<file path="src/verilog/fcu_cfg.svh">
/*
  Constants of the convert and compare unit: instruction encodings, status
  field positions, reset values and arithmetic limits.
  Assumes it is included by bare name wherever a constant is needed.
*/
`ifndef FCU_CFG_SVH
`define FCU_CFG_SVH

// ----------------------------------------------------------------------------
// Instruction encodings
// ----------------------------------------------------------------------------
`define FCU_PRIMARY      6'h3F
`define FCU_XO_I2D       10'h34E
`define FCU_XO_D2I       10'h32E
`define FCU_XO_CMPO      10'h020
`define FCU_XO_CMPU      10'h000
`define FCU_CR_REC       3'h1

// ----------------------------------------------------------------------------
// Status register field positions (bit 31 is the most significant)
// ----------------------------------------------------------------------------
`define FCU_FX           31
`define FCU_FEX          30
`define FCU_VX           29
`define FCU_OX           28
`define FCU_UX           27
`define FCU_ZX           26
`define FCU_XX           25
`define FCU_VXSN         24
`define FCU_INVALID_COMPARE         19
`define FCU_FR           18
`define FCU_FI           17
`define FCU_CLS_HI       16
`define FCU_CLS_LO       12
`define FCU_CC_HI        15
`define FCU_CC_LO        12
`define FCU_UNORD        12
`define FCU_INVALID_CONVERSION        8
`define FCU_VE           7
`define FCU_OE           6
`define FCU_UE           5
`define FCU_ZE           4
`define FCU_XE           3
`define FCU_RM_HI        1
`define FCU_RM_LO        0
`define FCU_EXC_MASK     32'h1FF80700
`define FCU_VX_MASK      32'h01F80700
`define FCU_RST_STATUS   32'h00000000

// ----------------------------------------------------------------------------
// Result class codes and arithmetic limits
// ----------------------------------------------------------------------------
`define FCU_CLS_PZERO    5'h02
`define FCU_CLS_PNORM    5'h04
`define FCU_CLS_NNORM    5'h08
`define FCU_CC_LT        4'h8
`define FCU_CC_GT        4'h4
`define FCU_CC_EQ        4'h2
`define FCU_CC_UN        4'h1
`define FCU_INT_MIN      64'h8000000000000000
`define FCU_INT_MAX      64'h7FFFFFFFFFFFFFFF
`define FCU_EXP_MAX      11'h7FF
`define FCU_EXP_I2D      11'h43E
`define FCU_EXP_UNIT     11'h433
`define FCU_RS_CAP       11'h074
`define FCU_LS_MAX       11'h00B

`endif

</file>
<file path="src/verilog/fcu_pkg.sv">
/*
  Types and shared helpers of the convert and compare unit.
  Assumes nothing beyond a SystemVerilog compiler.
*/
package fcu_pkg;

  // --------------------------------------------------------------------------
  // Types
  // --------------------------------------------------------------------------
  typedef enum logic {FCU_IDLE = 1'b0, FCU_HOLD = 1'b1} fcu_state_t;
  typedef enum logic [2:0] {FCU_OP_NONE, FCU_OP_I2D, FCU_OP_D2I, FCU_OP_CMPO, FCU_OP_CMPU} fcu_op_t;

  // --------------------------------------------------------------------------
  // Helpers
  // --------------------------------------------------------------------------
  // Rounding increment; mode 0 nearest even, 1 zero, 2 up, 3 down
  function automatic logic fcu_round_inc(input logic [1:0] rm, input logic sgn,
                                         input logic lsb, input logic g, input logic st);
    unique case (rm)
      2'h0: fcu_round_inc = g & (st | lsb);
      2'h1: fcu_round_inc = 1'b0;
      2'h2: fcu_round_inc = (g | st) & ~sgn;
      2'h3: fcu_round_inc = (g | st) & sgn;
    endcase
  endfunction

  function automatic logic fcu_is_nan(input logic [63:0] x);
    fcu_is_nan = (x[62:52] == 11'h7FF) && (x[51:0] != 52'h0);
  endfunction

  function automatic logic fcu_is_snan(input logic [63:0] x);
    fcu_is_snan = fcu_is_nan(x) && !x[51];
  endfunction

endpackage

</file>
<file path="src/verilog/fcu_top.sv">
/*
  Convert and compare unit: integer to double, double to integer, ordered and
  unordered compare, with status register and condition field updates.
  Assumes the issue logic holds instruction and operands until done.
*/
`timescale 1ns/10ps
`default_nettype none
`include "fcu_cfg.svh"

module fcu_top #(
  parameter bit IMPL_64 = 1'b1
) (
  input  wire logic        mclk,
  input  wire logic        srst,
  input  wire logic        issue_valid,
  input  wire logic [31:0] issue_instr,
  input  wire logic [63:0] operand_a,
  input  wire logic [63:0] operand_b,
  input  wire logic        status_wr,
  input  wire logic [31:0] status_wr_data,
  output logic             done,
  output logic             illegal_instr,
  output logic             target_we,
  output logic [4:0]       target_index,
  output logic [63:0]      target_data,
  output logic             cr_we,
  output logic [2:0]       cr_slot,
  output logic [3:0]       cr_data,
  output logic [31:0]      fp_status_control
);
  import fcu_pkg::*;

  // --------------------------------------------------------------------------
  // Decode and compare helpers
  // --------------------------------------------------------------------------
  function automatic fcu_op_t decode(input logic [31:0] ins);
    decode = FCU_OP_NONE;
    if (ins[31:26] == `FCU_PRIMARY) begin
      unique case (ins[10:1])
        `FCU_XO_I2D: decode = (ins[20:16] == 5'h00) ? FCU_OP_I2D : FCU_OP_NONE;
        `FCU_XO_D2I: decode = (ins[20:16] == 5'h00) ? FCU_OP_D2I : FCU_OP_NONE;
        `FCU_XO_CMPO: decode = FCU_OP_CMPO;
        `FCU_XO_CMPU: decode = FCU_OP_CMPU;
        default: decode = FCU_OP_NONE;
      endcase
    end
  endfunction

  // One-hot code of a against b; NaN checked first so exactly one bit is set
  function automatic logic [3:0] compare(input logic [63:0] a, input logic [63:0] b);
    logic lt;
    lt = 1'b0;
    if (fcu_is_nan(a) || fcu_is_nan(b)) begin
      compare = `FCU_CC_UN;
    end else if (a == b || (a[62:0] == 63'h0 && b[62:0] == 63'h0)) begin
      compare = `FCU_CC_EQ;
    end else begin
      if (a[63] != b[63]) begin
        lt = a[63];
      end else begin
        lt = a[63] ? (a[62:0] > b[62:0]) : (a[62:0] < b[62:0]);
      end
      compare = lt ? `FCU_CC_LT : `FCU_CC_GT;
    end
  endfunction

  // --------------------------------------------------------------------------
  // Converters
  // --------------------------------------------------------------------------
  logic [63:0] i2d_res;
  logic        i2d_inx;
  logic        i2d_up;
  logic [63:0] d2i_res;
  logic        d2i_inx;
  logic        d2i_up;
  logic        d2i_inv;
  logic        d2i_snan;

  fcu_i2d u_i2d (
    .int_in     (operand_b),
    .rm         (fp_status_control[`FCU_RM_HI:`FCU_RM_LO]),
    .dbl_out    (i2d_res),
    .inexact    (i2d_inx),
    .rounded_up (i2d_up)
  );

  fcu_d2i u_d2i (
    .dbl_in     (operand_b),
    .rm         (fp_status_control[`FCU_RM_HI:`FCU_RM_LO]),
    .int_out    (d2i_res),
    .inexact    (d2i_inx),
    .rounded_up (d2i_up),
    .invalid    (d2i_inv),
    .snan       (d2i_snan)
  );

  // --------------------------------------------------------------------------
  // State
  // --------------------------------------------------------------------------
  fcu_state_t  st_reg;
  fcu_state_t  st_next;
  logic        done_reg;
  logic        done_next;
  logic        ill_reg;
  logic        ill_next;
  logic        twe_reg;
  logic        twe_next;
  logic [4:0]  tidx_reg;
  logic [4:0]  tidx_next;
  logic [63:0] tdat_reg;
  logic [63:0] tdat_next;
  logic        cwe_reg;
  logic        cwe_next;
  logic [2:0]  cslot_reg;
  logic [2:0]  cslot_next;
  logic [3:0]  cdat_reg;
  logic [3:0]  cdat_next;
  logic [31:0] stat_reg;
  logic [31:0] stat_next;

  fcu_op_t     op;
  logic        take;
  logic        cmp_nan;
  logic        cmp_snan;
  logic        cmp_qnan;
  logic [3:0]  cc;
  logic [31:0] base;
  logic        rec;

  assign op       = decode(issue_instr);
  assign take     = (st_reg == FCU_IDLE) && issue_valid;
  assign cmp_nan  = fcu_is_nan(operand_a) || fcu_is_nan(operand_b);
  assign cmp_snan = fcu_is_snan(operand_a) || fcu_is_snan(operand_b);
  assign cmp_qnan = cmp_nan && !cmp_snan;
  assign cc       = compare(operand_a, operand_b);

  // Next values; software write lands first so hardware sets on top win
  always_comb begin
    st_next    = st_reg;
    done_next  = 1'b0;
    ill_next   = 1'b0;
    twe_next   = 1'b0;
    tidx_next  = tidx_reg;
    tdat_next  = tdat_reg;
    cwe_next   = 1'b0;
    cslot_next = cslot_reg;
    cdat_next  = cdat_reg;
    rec        = 1'b0;
    base       = status_wr ? status_wr_data : stat_reg;
    stat_next  = base;
    unique case (st_reg)
      FCU_IDLE: begin
        if (issue_valid) begin
          st_next   = FCU_HOLD;
          done_next = 1'b1;
          unique case (op)
            FCU_OP_I2D, FCU_OP_D2I: begin
              if (!IMPL_64) begin
                ill_next = 1'b1;
              end else begin
                twe_next  = 1'b1;
                tidx_next = issue_instr[25:21];
                rec       = issue_instr[0];
                if (op == FCU_OP_I2D) begin
                  tdat_next = i2d_res;
                  stat_next[`FCU_FR] = i2d_up;
                  stat_next[`FCU_FI] = i2d_inx;
                  stat_next[`FCU_CLS_HI:`FCU_CLS_LO] = (i2d_res[62:0] == 63'h0) ? `FCU_CLS_PZERO :
                                                       i2d_res[63] ? `FCU_CLS_NNORM : `FCU_CLS_PNORM;
                  if (i2d_inx) begin
                    stat_next[`FCU_XX] = 1'b1;
                  end
                end else begin
                  // Class field is left as it was; its content is undefined here
                  tdat_next = d2i_res;
                  stat_next[`FCU_FR] = d2i_up;
                  stat_next[`FCU_FI] = d2i_inx;
                  if (d2i_inx) begin
                    stat_next[`FCU_XX] = 1'b1;
                  end
                  if (d2i_snan) begin
                    stat_next[`FCU_VXSN] = 1'b1;
                  end
                  if (d2i_inv) begin
                    stat_next[`FCU_INVALID_CONVERSION] = 1'b1;
                  end
                end
              end
            end
            FCU_OP_CMPO, FCU_OP_CMPU: begin
              stat_next[`FCU_CC_HI:`FCU_CC_LO] = cc;
              cwe_next   = 1'b1;
              cslot_next = issue_instr[25:23];
              cdat_next  = cc;
              if (cmp_snan) begin
                stat_next[`FCU_VXSN] = 1'b1;
              end
              // Unordered form leaves the invalid-compare bit alone
              if (op == FCU_OP_CMPO && ((cmp_snan && !base[`FCU_VE]) || cmp_qnan)) begin
                stat_next[`FCU_INVALID_COMPARE] = 1'b1;
              end
            end
            default: begin
              ill_next = 1'b1;
            end
          endcase
        end
      end
      FCU_HOLD: begin
        if (!issue_valid) begin
          st_next = FCU_IDLE;
        end
      end
    endcase
    // Summaries follow the individual bits; new exceptions raise the overall flag
    stat_next[`FCU_VX]  = |(stat_next & `FCU_VX_MASK);
    stat_next[`FCU_FEX] = (stat_next[`FCU_VX] & stat_next[`FCU_VE]) | (stat_next[`FCU_OX] & stat_next[`FCU_OE]) |
                          (stat_next[`FCU_UX] & stat_next[`FCU_UE]) | (stat_next[`FCU_ZX] & stat_next[`FCU_ZE]) |
                          (stat_next[`FCU_XX] & stat_next[`FCU_XE]);
    if ((stat_next & ~base & `FCU_EXC_MASK) != 32'h0) begin
      stat_next[`FCU_FX] = 1'b1;
    end
    if (rec) begin
      cwe_next   = 1'b1;
      cslot_next = `FCU_CR_REC;
      cdat_next  = {stat_next[`FCU_FX], stat_next[`FCU_FEX], stat_next[`FCU_VX], stat_next[`FCU_OX]};
    end
  end

  // Registers
  always_ff @(posedge mclk) begin
    if (srst) begin
      st_reg    <= FCU_IDLE;
      done_reg  <= 1'b0;
      ill_reg   <= 1'b0;
      twe_reg   <= 1'b0;
      tidx_reg  <= 5'h00;
      tdat_reg  <= 64'h0;
      cwe_reg   <= 1'b0;
      cslot_reg <= 3'h0;
      cdat_reg  <= 4'h0;
      stat_reg  <= `FCU_RST_STATUS;
    end else begin
      st_reg    <= st_next;
      done_reg  <= done_next;
      ill_reg   <= ill_next;
      twe_reg   <= twe_next;
      tidx_reg  <= tidx_next;
      tdat_reg  <= tdat_next;
      cwe_reg   <= cwe_next;
      cslot_reg <= cslot_next;
      cdat_reg  <= cdat_next;
      stat_reg  <= stat_next;
    end
  end

  assign done              = done_reg;
  assign illegal_instr     = ill_reg;
  assign target_we         = twe_reg;
  assign target_index      = tidx_reg;
  assign target_data       = tdat_reg;
  assign cr_we             = cwe_reg;
  assign cr_slot           = cslot_reg;
  assign cr_data           = cdat_reg;
  assign fp_status_control = stat_reg;

  // --------------------------------------------------------------------------
  // Checks
  // --------------------------------------------------------------------------
  chk_done_once: assert property (@(posedge mclk) disable iff (srst)
    take |=> done ##1 !done) else $error("done is not a single pulse");

  chk_cc_onehot: assert property (@(posedge mclk) disable iff (srst)
    take && (op == FCU_OP_CMPO || op == FCU_OP_CMPU) |=>
    $onehot(fp_status_control[`FCU_CC_HI:`FCU_CC_LO]) && cr_we && cr_data == fp_status_control[`FCU_CC_HI:`FCU_CC_LO]
    && cr_slot == $past(issue_instr[25:23])) else $error("compare code wrong");

  chk_nan_unord: assert property (@(posedge mclk) disable iff (srst)
    take && cmp_nan && (op == FCU_OP_CMPO || op == FCU_OP_CMPU) |=>
    fp_status_control[`FCU_UNORD] && cr_data == `FCU_CC_UN) else $error("NaN compare not unordered");

  // Summary only rises on a fresh flag, so the flag must start clear here
  chk_snan_flag: assert property (@(posedge mclk) disable iff (srst)
    take && cmp_snan && !status_wr && !fp_status_control[`FCU_VXSN] && (op == FCU_OP_CMPO || op == FCU_OP_CMPU) |=>
    fp_status_control[`FCU_VXSN] && fp_status_control[`FCU_FX] && fp_status_control[`FCU_VX])
    else $error("signaling NaN flag missing");

  chk_cmpo_invalid_compare: assert property (@(posedge mclk) disable iff (srst)
    take && op == FCU_OP_CMPO && !status_wr && (cmp_qnan || (cmp_snan && !fp_status_control[`FCU_VE])) |=>
    fp_status_control[`FCU_INVALID_COMPARE]) else $error("invalid compare not set");

  chk_cmpu_novxvc: assert property (@(posedge mclk) disable iff (srst)
    take && op == FCU_OP_CMPU && !status_wr && !fp_status_control[`FCU_INVALID_COMPARE] |=> !fp_status_control[`FCU_INVALID_COMPARE])
    else $error("unordered compare set invalid compare");

  chk_conv_gate: assert property (@(posedge mclk) disable iff (srst)
    take && (op == FCU_OP_I2D || op == FCU_OP_D2I) |=> (illegal_instr == !IMPL_64) && (target_we == IMPL_64))
    else $error("conversion gating wrong");

  chk_rec_field: assert property (@(posedge mclk) disable iff (srst)
    take && IMPL_64 && (op == FCU_OP_I2D || op == FCU_OP_D2I) |=> cr_we == $past(issue_instr[0]) &&
    (!cr_we || (cr_slot == `FCU_CR_REC && cr_data == fp_status_control[31:28]))) else $error("record field wrong");

  chk_sat_value: assert property (@(posedge mclk) disable iff (srst)
    take && IMPL_64 && op == FCU_OP_D2I && d2i_inv |=> fp_status_control[`FCU_INVALID_CONVERSION] &&
    (target_data == `FCU_INT_MIN || target_data == `FCU_INT_MAX) && !fp_status_control[`FCU_FI])
    else $error("saturation wrong");

endmodule
`default_nettype wire

</file>
<file path="src/verilog/fcu_i2d.sv">
/*
  Signed 64-bit integer to double conversion, purely combinational.
  Assumes the caller registers the outputs.
*/
`timescale 1ns/10ps
`default_nettype none
`include "fcu_cfg.svh"

module fcu_i2d (
  input  wire logic [63:0] int_in,
  input  wire logic [1:0]  rm,
  output logic [63:0]      dbl_out,
  output logic             inexact,
  output logic             rounded_up
);
  import fcu_pkg::*;

  // --------------------------------------------------------------------------
  // Leading zero count
  // --------------------------------------------------------------------------
  function automatic logic [5:0] lzc(input logic [63:0] v);
    lzc = 6'h00;
    for (int i = 0; i < 64; i++) begin
      if (v[i]) begin
        lzc = 6'(63 - i);
      end
    end
  endfunction

  logic [63:0] mag;
  logic [5:0]  lz;
  logic [63:0] norm;
  logic        grd;
  logic        stk;
  logic        inc;
  logic [62:0] body;

  // Exact magnitude; the most negative value maps to 2**63 without loss
  always_comb begin
    mag        = int_in[63] ? (~int_in + 64'h1) : int_in;
    lz         = lzc(mag);
    norm       = mag << lz;
    grd        = norm[10];
    stk        = |norm[9:0];
    inc        = fcu_round_inc(rm, int_in[63], norm[11], grd, stk);
    body       = {11'(`FCU_EXP_I2D - {5'h00, lz}), norm[62:11]} + {62'h0, inc};
    dbl_out    = (mag == 64'h0) ? 64'h0 : {int_in[63], body};
    inexact    = grd | stk;
    rounded_up = inc;
  end

endmodule
`default_nettype wire

</file>
<file path="src/verilog/fcu_d2i.sv">
/*
  Double to signed 64-bit integer conversion with saturation, combinational.
  Assumes the caller registers the outputs.
*/
`timescale 1ns/10ps
`default_nettype none
`include "fcu_cfg.svh"

module fcu_d2i (
  input  wire logic [63:0] dbl_in,
  input  wire logic [1:0]  rm,
  output logic [63:0]      int_out,
  output logic             inexact,
  output logic             rounded_up,
  output logic             invalid,
  output logic             snan
);
  import fcu_pkg::*;

  logic [10:0]  ex;
  logic [52:0]  sig;
  logic [127:0] sh;
  logic [63:0]  ip;
  logic         grd;
  logic         stk;
  logic         big;
  logic         inc;
  logic [64:0]  mag;
  logic         ovf;
  logic         nan;

  // Shift the significand to the binary point; tiny normal values keep a sticky bit, subnormals lose theirs
  always_comb begin
    ex  = dbl_in[62:52];
    sig = {ex != 11'h0, dbl_in[51:0]};
    nan = fcu_is_nan(dbl_in);
    big = 1'b0;
    ip  = 64'h0;
    grd = 1'b0;
    stk = 1'b0;
    sh  = 128'h0;
    if (ex >= `FCU_EXP_UNIT) begin
      big = (ex - `FCU_EXP_UNIT) > `FCU_LS_MAX;
      ip  = {11'h0, sig} << (ex - `FCU_EXP_UNIT);
    end else begin
      sh  = {11'h0, sig, 64'h0} >> (((`FCU_EXP_UNIT - ex) > `FCU_RS_CAP) ? `FCU_RS_CAP : (`FCU_EXP_UNIT - ex));
      ip  = sh[127:64];
      grd = sh[63];
      stk = |sh[62:0];
    end
    inc = fcu_round_inc(rm, dbl_in[63], ip[0], grd, stk);
    mag = {1'b0, ip} + {64'h0, inc};
    // Negative side may reach exactly 2**63
    ovf = big | (dbl_in[63] ? (mag > {1'b0, `FCU_INT_MIN}) : (mag[64] | mag[63]));
    if (nan) begin
      int_out = `FCU_INT_MIN;
    end else if (ovf) begin
      int_out = dbl_in[63] ? `FCU_INT_MIN : `FCU_INT_MAX;
    end else begin
      int_out = dbl_in[63] ? (~mag[63:0] + 64'h1) : mag[63:0];
    end
    invalid    = nan | ovf;
    snan       = fcu_is_snan(dbl_in);
    inexact    = ~invalid & (grd | stk);
    rounded_up = ~invalid & inc;
  end

endmodule
`default_nettype wire

</file>
<file path="config.mk">
export PLATFORM = sky130hd
export DESIGN_NAME = fcu_top
export DESIGN_NICKNAME = d
export VERILOG_FILES = /design/src/verilog/fcu_pkg.sv /design/src/verilog/fcu_top.sv /design/src/verilog/fcu_i2d.sv /design/src/verilog/fcu_d2i.sv
export VERILOG_INCLUDE_DIRS = /design/src /design/src/verilog
export SDC_FILE = /design/constraint.sdc
export NUM_CORES = 2
export LEC_CHECK = 0
export BUFFER_PORTS_ARGS = -buffer_cell sky130_fd_sc_hd__buf_4
export CELL_PAD_IN_SITES_DETAIL_PLACEMENT = 1
export CELL_PAD_IN_SITES_GLOBAL_PLACEMENT = 2
export CORE_MARGIN = 1.5
export CORE_UTILIZATION = 32
export DETAILED_ROUTE_END_ITERATION = 10
export GPL_ROUTABILITY_DRIVEN = 0
export PLACE_DENSITY = 0.8
export SLEW_MARGIN = 10
export SYNTH_ARGS = -nofsm -noshare
export SYNTH_HDL_FRONTEND = slang
export SYNTH_HIERARCHICAL = 1
export SYNTH_SLANG_ARGS = --single-unit
</file>
<file path="constraint.sdc">
create_clock -name mclk -period 11.7 [get_ports mclk]
set_clock_uncertainty 0.1 [all_clocks]
set_input_delay 2.34 -clock mclk [delete_from_list [all_inputs] [get_ports mclk]]
set_output_delay 2.34 -clock mclk [all_outputs]
set_load 0.01 [all_outputs]
</file>
* Word level (Yosys, flattened, before mapping)
Cells that the tools add are included. W data, S select, Z words.
Operators by class: add/subtract/negate cells 7, $lt $le $gt $ge 6, equal/unequal tests 16, shifts and indexed selects 3, multiplexer cells 135, bitwise logic cells 32, reductions and logical operators 41
Operators with widths (number):
- $mux W64 | 8
- $mux W6 | 64
- $logic_not A63 Y1 | 3
- $add A64 B1 Y64 const B | 2
- $not A64 Y64 | 2
- $shr A117 B11 Y128 | 1
- $reduce_bool A52 Y1 | 2
- $add A64 B1 Y65 | 1
- $gt A65 B64 Y1 const B | 1
- $eq A64 B64 Y1 | 1
- $logic_not A64 Y1 | 1
- $shl A53 B11 Y64 | 1
- $shl A64 B6 Y63 | 1
- $add A63 B1 Y63 | 1
- $gt A63 B63 Y1 | 1
- $lt A63 B63 Y1 | 1
- $reduce_or A63 Y1 | 1
- $mux W1 | 38
- $mux W4 | 9
- $mux W32 | 1
- $reduce_bool A32 Y1 | 1
- $and A29 B29 Y29 | 1
- $not A29 Y29 | 1
- $eq A11 B11 Y1 const B | 2
- other kinds (42) | 95
Word-level totals: bits in registers 113, input port bits 196, output and inout bits 112

* Logic depth before layout (Yosys ltp)
depth after elaboration 87, depth in mapped cells 49

* By module
The synthesis kept the hierarchy.
By module, submodules not included:
- fcu_d2i | instances 1, cells each 2612, area an instance 17133.9 um^2, sequential area each 0.0 um^2
- fcu_i2d | instances 1, cells each 1828, area an instance 11842.6 um^2, sequential area each 0.0 um^2
- fcu_top | instances 1, cells each 855, area an instance 7220.7 um^2, sequential area each 2262.2 um^2

* Worst setup path before layout
OpenSTA, ideal clock, no wires.
path kind in2reg, start point in operand_b[54], end point reg cdat_reg[2], in the netlist cr_data[2], setup time 0.134 ns, data arrival time 11.425 ns, required time 11.466 ns, setup slack 0.040 ns, stages 45, path through buf_2 > inv_1 > clkbuf_1 > clkbuf_1 > ha_1 > buf_2 > nor4bb_1 > o32ai_1 > o2111ai_2 > nor2_2 > buf_4 > buf_2 > buf_2 > buf_1 > o21ai_0 > a31o_2 > or4_1 > o21ai_0 > (+9 left out) > ha_1 > inv_1 > a311oi_2 > nand3_1 > clkbuf_1 > o21ai_0 > a22oi_2 > nand3_1 > nor4_4 > nand4_4 > o41ai_4 > inv_2 > clkbuf_1 > a31oi_1 > nand2_1 > nor4b_2 > o22a_1 > a211oi_1
Between the ends: word-level cells in the longest chain between the ends 26, elaborated cells on any way between the ends 97
RTL lines:
- from (decl) | RTL line fcu_top.sv:18 | input wire logic [63:0] operand_b,
- $sub A11 B11 Y11 (no source line)
- $gt A11 B7 Y1 (no source line)
- $mux W11 | RTL line fcu_d2i.sv:46 | sh = {11'h0, sig, 64'h0} >> (((`FCU_EXP_UNIT - ex) > `FCU_RS_CAP) ? `FCU_RS_CAP : (`FCU_EXP_UNIT - ex));
- $shr A117 B11 Y128 | RTL line fcu_d2i.sv:46
- $reduce_or A63 Y1 | RTL line fcu_d2i.sv:49 | stk = |sh[62:0];
- $mux W1 | RTL line fcu_d2i.sv:42 | if (ex >= `FCU_EXP_UNIT) begin
- $or A1 B1 Y1, on equally long branches | RTL line fcu_pkg.sv:22, fcu_pkg.sv:23, fcu_pkg.sv:20
- $and A1 B1 Y1, on equally long branches | RTL line fcu_pkg.sv:23, fcu_pkg.sv:20, fcu_pkg.sv:22
- (+6 left out)
- named net d2i_inv | RTL line fcu_top.sv:76 | logic d2i_inv;
- (+2 left out)
- $mux W1 | RTL line fcu_top.sv:156 | unique case (op)
- $mux W1 | RTL line fcu_top.sv:153 | if (issue_valid) begin
- $mux W1 | RTL line fcu_top.sv:151 | unique case (st_reg)
- $reduce_or A9 Y1 | RTL line fcu_top.sv:216 | stat_next[`FCU_VX] = |(stat_next & `FCU_VX_MASK);
- $and A1 B1 Y1 | RTL line fcu_top.sv:217 | stat_next[`FCU_FEX] = (stat_next[`FCU_VX] & stat_next[`FCU_VE]) | (stat_next[`FCU_OX] & stat_next[`FCU_OE]) |
- $or A1 B1 Y1 (3 in a row) | RTL line fcu_top.sv:217
- $or A1 B1 Y1 * | RTL line fcu_top.sv:217
- $mux W4 * | RTL line fcu_top.sv:223 | if (rec) begin
- to (signal assigned) | RTL line fcu_top.sv:252 | cdat_reg <= cdat_next;
- to (decl) | RTL line fcu_top.sv:116 | logic [3:0] cdat_reg;
The timed path passes the listed nets; every way through them passes the cells marked *. The select of a mux whose other input is x is not followed. A chain may end at the register's enable or synchronous reset.

* Worst setup path in the final report
start point in operand_b[10], end point reg stat_reg[15], in the netlist fp_status_control[15]
Between the ends: word-level cells in the longest chain between the ends 70, elaborated cells on any way between the ends 92
RTL lines:
- $not A64 Y64 | RTL line fcu_i2d.sv:40 | mag = int_in[63] ? (~int_in + 64'h1) : int_in;
- $add A64 B1 Y64 | RTL line fcu_i2d.sv:40
- $mux W64 * | RTL line fcu_i2d.sv:40
- $mux W6 (54 in a row) | RTL line fcu_i2d.sv:24 | if (v[i]) begin
- $shl A64 B6 Y63 * | RTL line fcu_i2d.sv:42 | norm = mag << lz;
- $reduce_or A10 Y1 | RTL line fcu_i2d.sv:44 | stk = |norm[9:0];
- $or A1 B1 Y1, on equally long branches | RTL line fcu_pkg.sv:22, fcu_pkg.sv:23, fcu_pkg.sv:20
- $and A1 B1 Y1, on equally long branches | RTL line fcu_pkg.sv:23, fcu_pkg.sv:20, fcu_pkg.sv:22
- (+1 left out)
- named net i2d_up | RTL line fcu_top.sv:72 | logic i2d_up;
- (+1 left out)
- $mux W64 * | RTL line fcu_i2d.sv:47 | dbl_out = (mag == 64'h0) ? 64'h0 : {int_in[63], body};
- named net i2d_res[23] | RTL line fcu_top.sv:70 | logic [63:0] i2d_res;
- $logic_not A63 Y1 * | RTL line fcu_top.sv:168 | stat_next[`FCU_CLS_HI:`FCU_CLS_LO] = (i2d_res[62:0] == 63'h0) ? `FCU_CLS_PZERO :
- $mux W4 (no source line) *
- $mux W5 * | RTL line fcu_top.sv:164 | if (op == FCU_OP_I2D) begin
- $pmux W4 S2 * | RTL line fcu_top.sv:156
- $mux W8 * | RTL line fcu_top.sv:153
- $mux W8 * | RTL line fcu_top.sv:151
- to (signal assigned) | RTL line fcu_top.sv:242 | stat_reg <= `FCU_RST_STATUS;
- to (signal assigned) | RTL line fcu_top.sv:253 | stat_reg <= stat_next;
- to (decl) | RTL line fcu_top.sv:118 | logic [31:0] stat_reg;
Marks and branches as above.

==> flow_summary.ini <==
[status]
status = finished clean

[global_routing]
grt-ovfl-total = 0
met3_usage = 0.109
gr-usage-met2 = 0.543
grt_max_degree = 109
grt_pass1_wl_um = 328000
top_usage_layer = met2
grt_antenna_before_repair = 4
grt_pass1_vias = 48500
grtUsageTotal = 0.370
use_met1 = 0.481

[drt]
wirelength_um = 225000
ant_nets = 0
vias_per_cell = 6.90
drt-initial-drc-count = 6986
drc = 0
vias = 50500
wire_per_inst_um = 30.8
drtPass1Iterations = 8

[die]
die_area_mm2 = 0.115
core-area_mm2 = 0.112
io_pins = 308
start_util = 0.322
rows = 123
die-height_um = 339
fp.dieW_um = 339

[hold_path]
hp-class = reg -> reg

[sta]
maxSlewHeadroom = 0.142
drv_slew = 0
fmax_mhz = 87.1
setup_ws_ns = 0.213
setup-violations-final = 0
period_share = 0.982
hold_viol = 0
tightest_slew_ns = 1.29
period_minus_slack_ns = 11.49

[cts]
cts_tree = yes
clock_sinks = 113
insertion_delay_ns = 0.41
holdBufCountCts = 0
clockRootBuffer = clkbuf_16
cts_buffer_depth = 2
numCtsBuffers = 17
clk_pin_slew_worst_paths_ns = 0.05
htreeDepth = 4

[cells_and_area]
fillers = 14300
drive_above_1_share = 0.234
largest_reg_flops = 64
nNetsFinal = 6070
area_growth_pct = 22.8
final_common_cell = buf_4
stdcell_area_mm2 = 0.0445
final_cell_mix = buf_4 (920), nor2_1 (504), nand2_1 (477), mux2i_1 (307), o21ai_0 (270)

[worst_setup_path]
required_ns = 11.86
path_max_fanout = 10
path_common_cell = buf_4
worst_path_largest_cell_delay_ns = 0.62
endpoint_kind = register
cpMaxStageDelayCell = or4_1
arrival_ns = 11.65
worstSetupPathType = in -> reg
worstSetupStartpointType = primary input

[synth]
synth.top_cell.area_share = 0.0852
yosysWarnings = 6
syn_area_mm2 = 0.0362
avgSynthCellArea_um2 = 6.84
ys_seq_area_frac = 0.0625
synth_edf_count = 0
ys.flop_type = dfxtp_1
synthCells = 5295
async_reset_ff_frac = 0
synth_area_leaders = mux2i_1 (8.5%), dfxtp_1 (6.2%), nor2_1 (5.3%)
syn_nets = 5570
ys_ff_latch = 113
synth_top_cell_by_area = mux2i_1
ys_types = 137

[pwr]
ir_drop_mv = 0.101
p_total_mw = 3.49
power_density_mw_per_mm2 = 78.4
power.leakage_nw = 17.8

[place]
placed_cell_area_mm2 = 0.0433
port_buffers = 300
dpl_worst_slack_ns = -0.592
hpwlAfterDp_um = 177000

[job]
drv_cap = 0
-- final cells by class --
class                      count  area [µm²]  share of cell area
multi-input combinational   4590       31900               0.717
timing repair buffer         943        7310               0.165
sequential                   113        2260              0.0509
tap                         1500        1880              0.0422
inverter                     130         490              0.0110
clock buffer                  21         460              0.0104
clock inverter                10         183             0.00411
antenna                        3        7.51            0.000169
-- critical path: cells and delay by family --
family	cells	cell delay [ns]
simple gates	19	5.12
compound gates	12	2.94
buf+inv	6	0.83
fa+ha+maj	1	0.27
xor+xnor	1	0.12
-- metrics by stage --
step	hold slack [ns]	setup TNS [ns]	instances	util
after floorplan	0.399	0	5295	-
after global placement	0.372	-10.82	7259	0.386
after detailed placement	0.392	-30.80	7259	0.386
after CTS	0.405	0	7290	0.391
after global routing	0.420	-0.120	7309	0.396
final	0.400	0	7310	0.396
-- synthesized netlist by cell type, drive strengths merged (41+ instances only) --
| master | n |
|---|---|
| buf | 204 |
| nor3 | 176 |
| xnor2 | 137 |
| o221ai | 41 |
| dfxtp | 113 |
| xor2 | 93 |
| a21oi | 275 |
| a211oi | 171 |
| inv | 128 |
| nand3 | 247 |
| mux2i | 308 |
| o31ai | 49 |
| o22ai | 102 |
| ha | 79 |
| mux2 | 50 |
| or2 | 52 |
| or3 | 56 |
| and2 | 55 |
| clkbuf | 257 |
| nor4 | 171 |
| mux4 | 47 |
| nand2 | 482 |
| nor2 | 514 |
| o211ai | 128 |
| a31oi | 80 |
| nand4 | 129 |
| or4 | 49 |
| and3 | 59 |
| o21ai | 305 |
-- worst paths after layout --
kind / start / end / slack (ns) / depth (start not counted)
setup reg to reg: register / cr_data[2]$_SDFFE_PP0P_ / 5.92 / 19
hold / removal: target_index[0]$_SDFFE_PP0P_ / target_index[0]$_SDFFE_PP0P_ / 0.40 / 2
setup / recovery: operand_b[10] / fp_status_control[15]$_SDFF_PP0_ / 0.21 / 39
hold reg to reg: target_index[0]$_SDFFE_PP0P_ / target_index[0]$_SDFFE_PP0P_ / 0.40 / 2
-- report_power, final --
part | leakage (nW) | internal [mW] | switching, mW
clock network | 0.305 | 0.387 | 0.178
registers | 0.917 | 0.393 | 0.00502
logic | 16.5 | 0.874 | 1.65
total | 17.8 | 1.65 | 1.83
-- cells by family (layout without fill, tap and decap cells) --
family,count (synthesis),in the layout,synth area share
and+or+nand+nor,2161,2161,0.311
muxes,405,405,0.130
AOI/OAI and AO/OA,1715,1715,0.343
DFF,113,113,0.0625
buffers and inverters,592,1104,0.0707
adders and majority gates,79,79,0.0273
xor gates and xnor gates,230,230,0.0561
other,0,3,0
-- layer usage --
| layer | part of all wire | vias up |
|---|---|---|
| met4 | 0.066 | 2 |
| met2 | 0.41 | 3674 |
| met1 | 0.40 | 24400 |
| li1 | - | 21600 |
| met3 | 0.13 | 802 |
| met5 | 0.000058 | - |
-- repair_timing --
item,4_1_cts,5_1_grt
setup endpoints to repair,36,73
setup buffers,0,17
resized for setup,4,73
pin swaps,0,13
No activity file was read; power rests on OpenSTA's default activity.
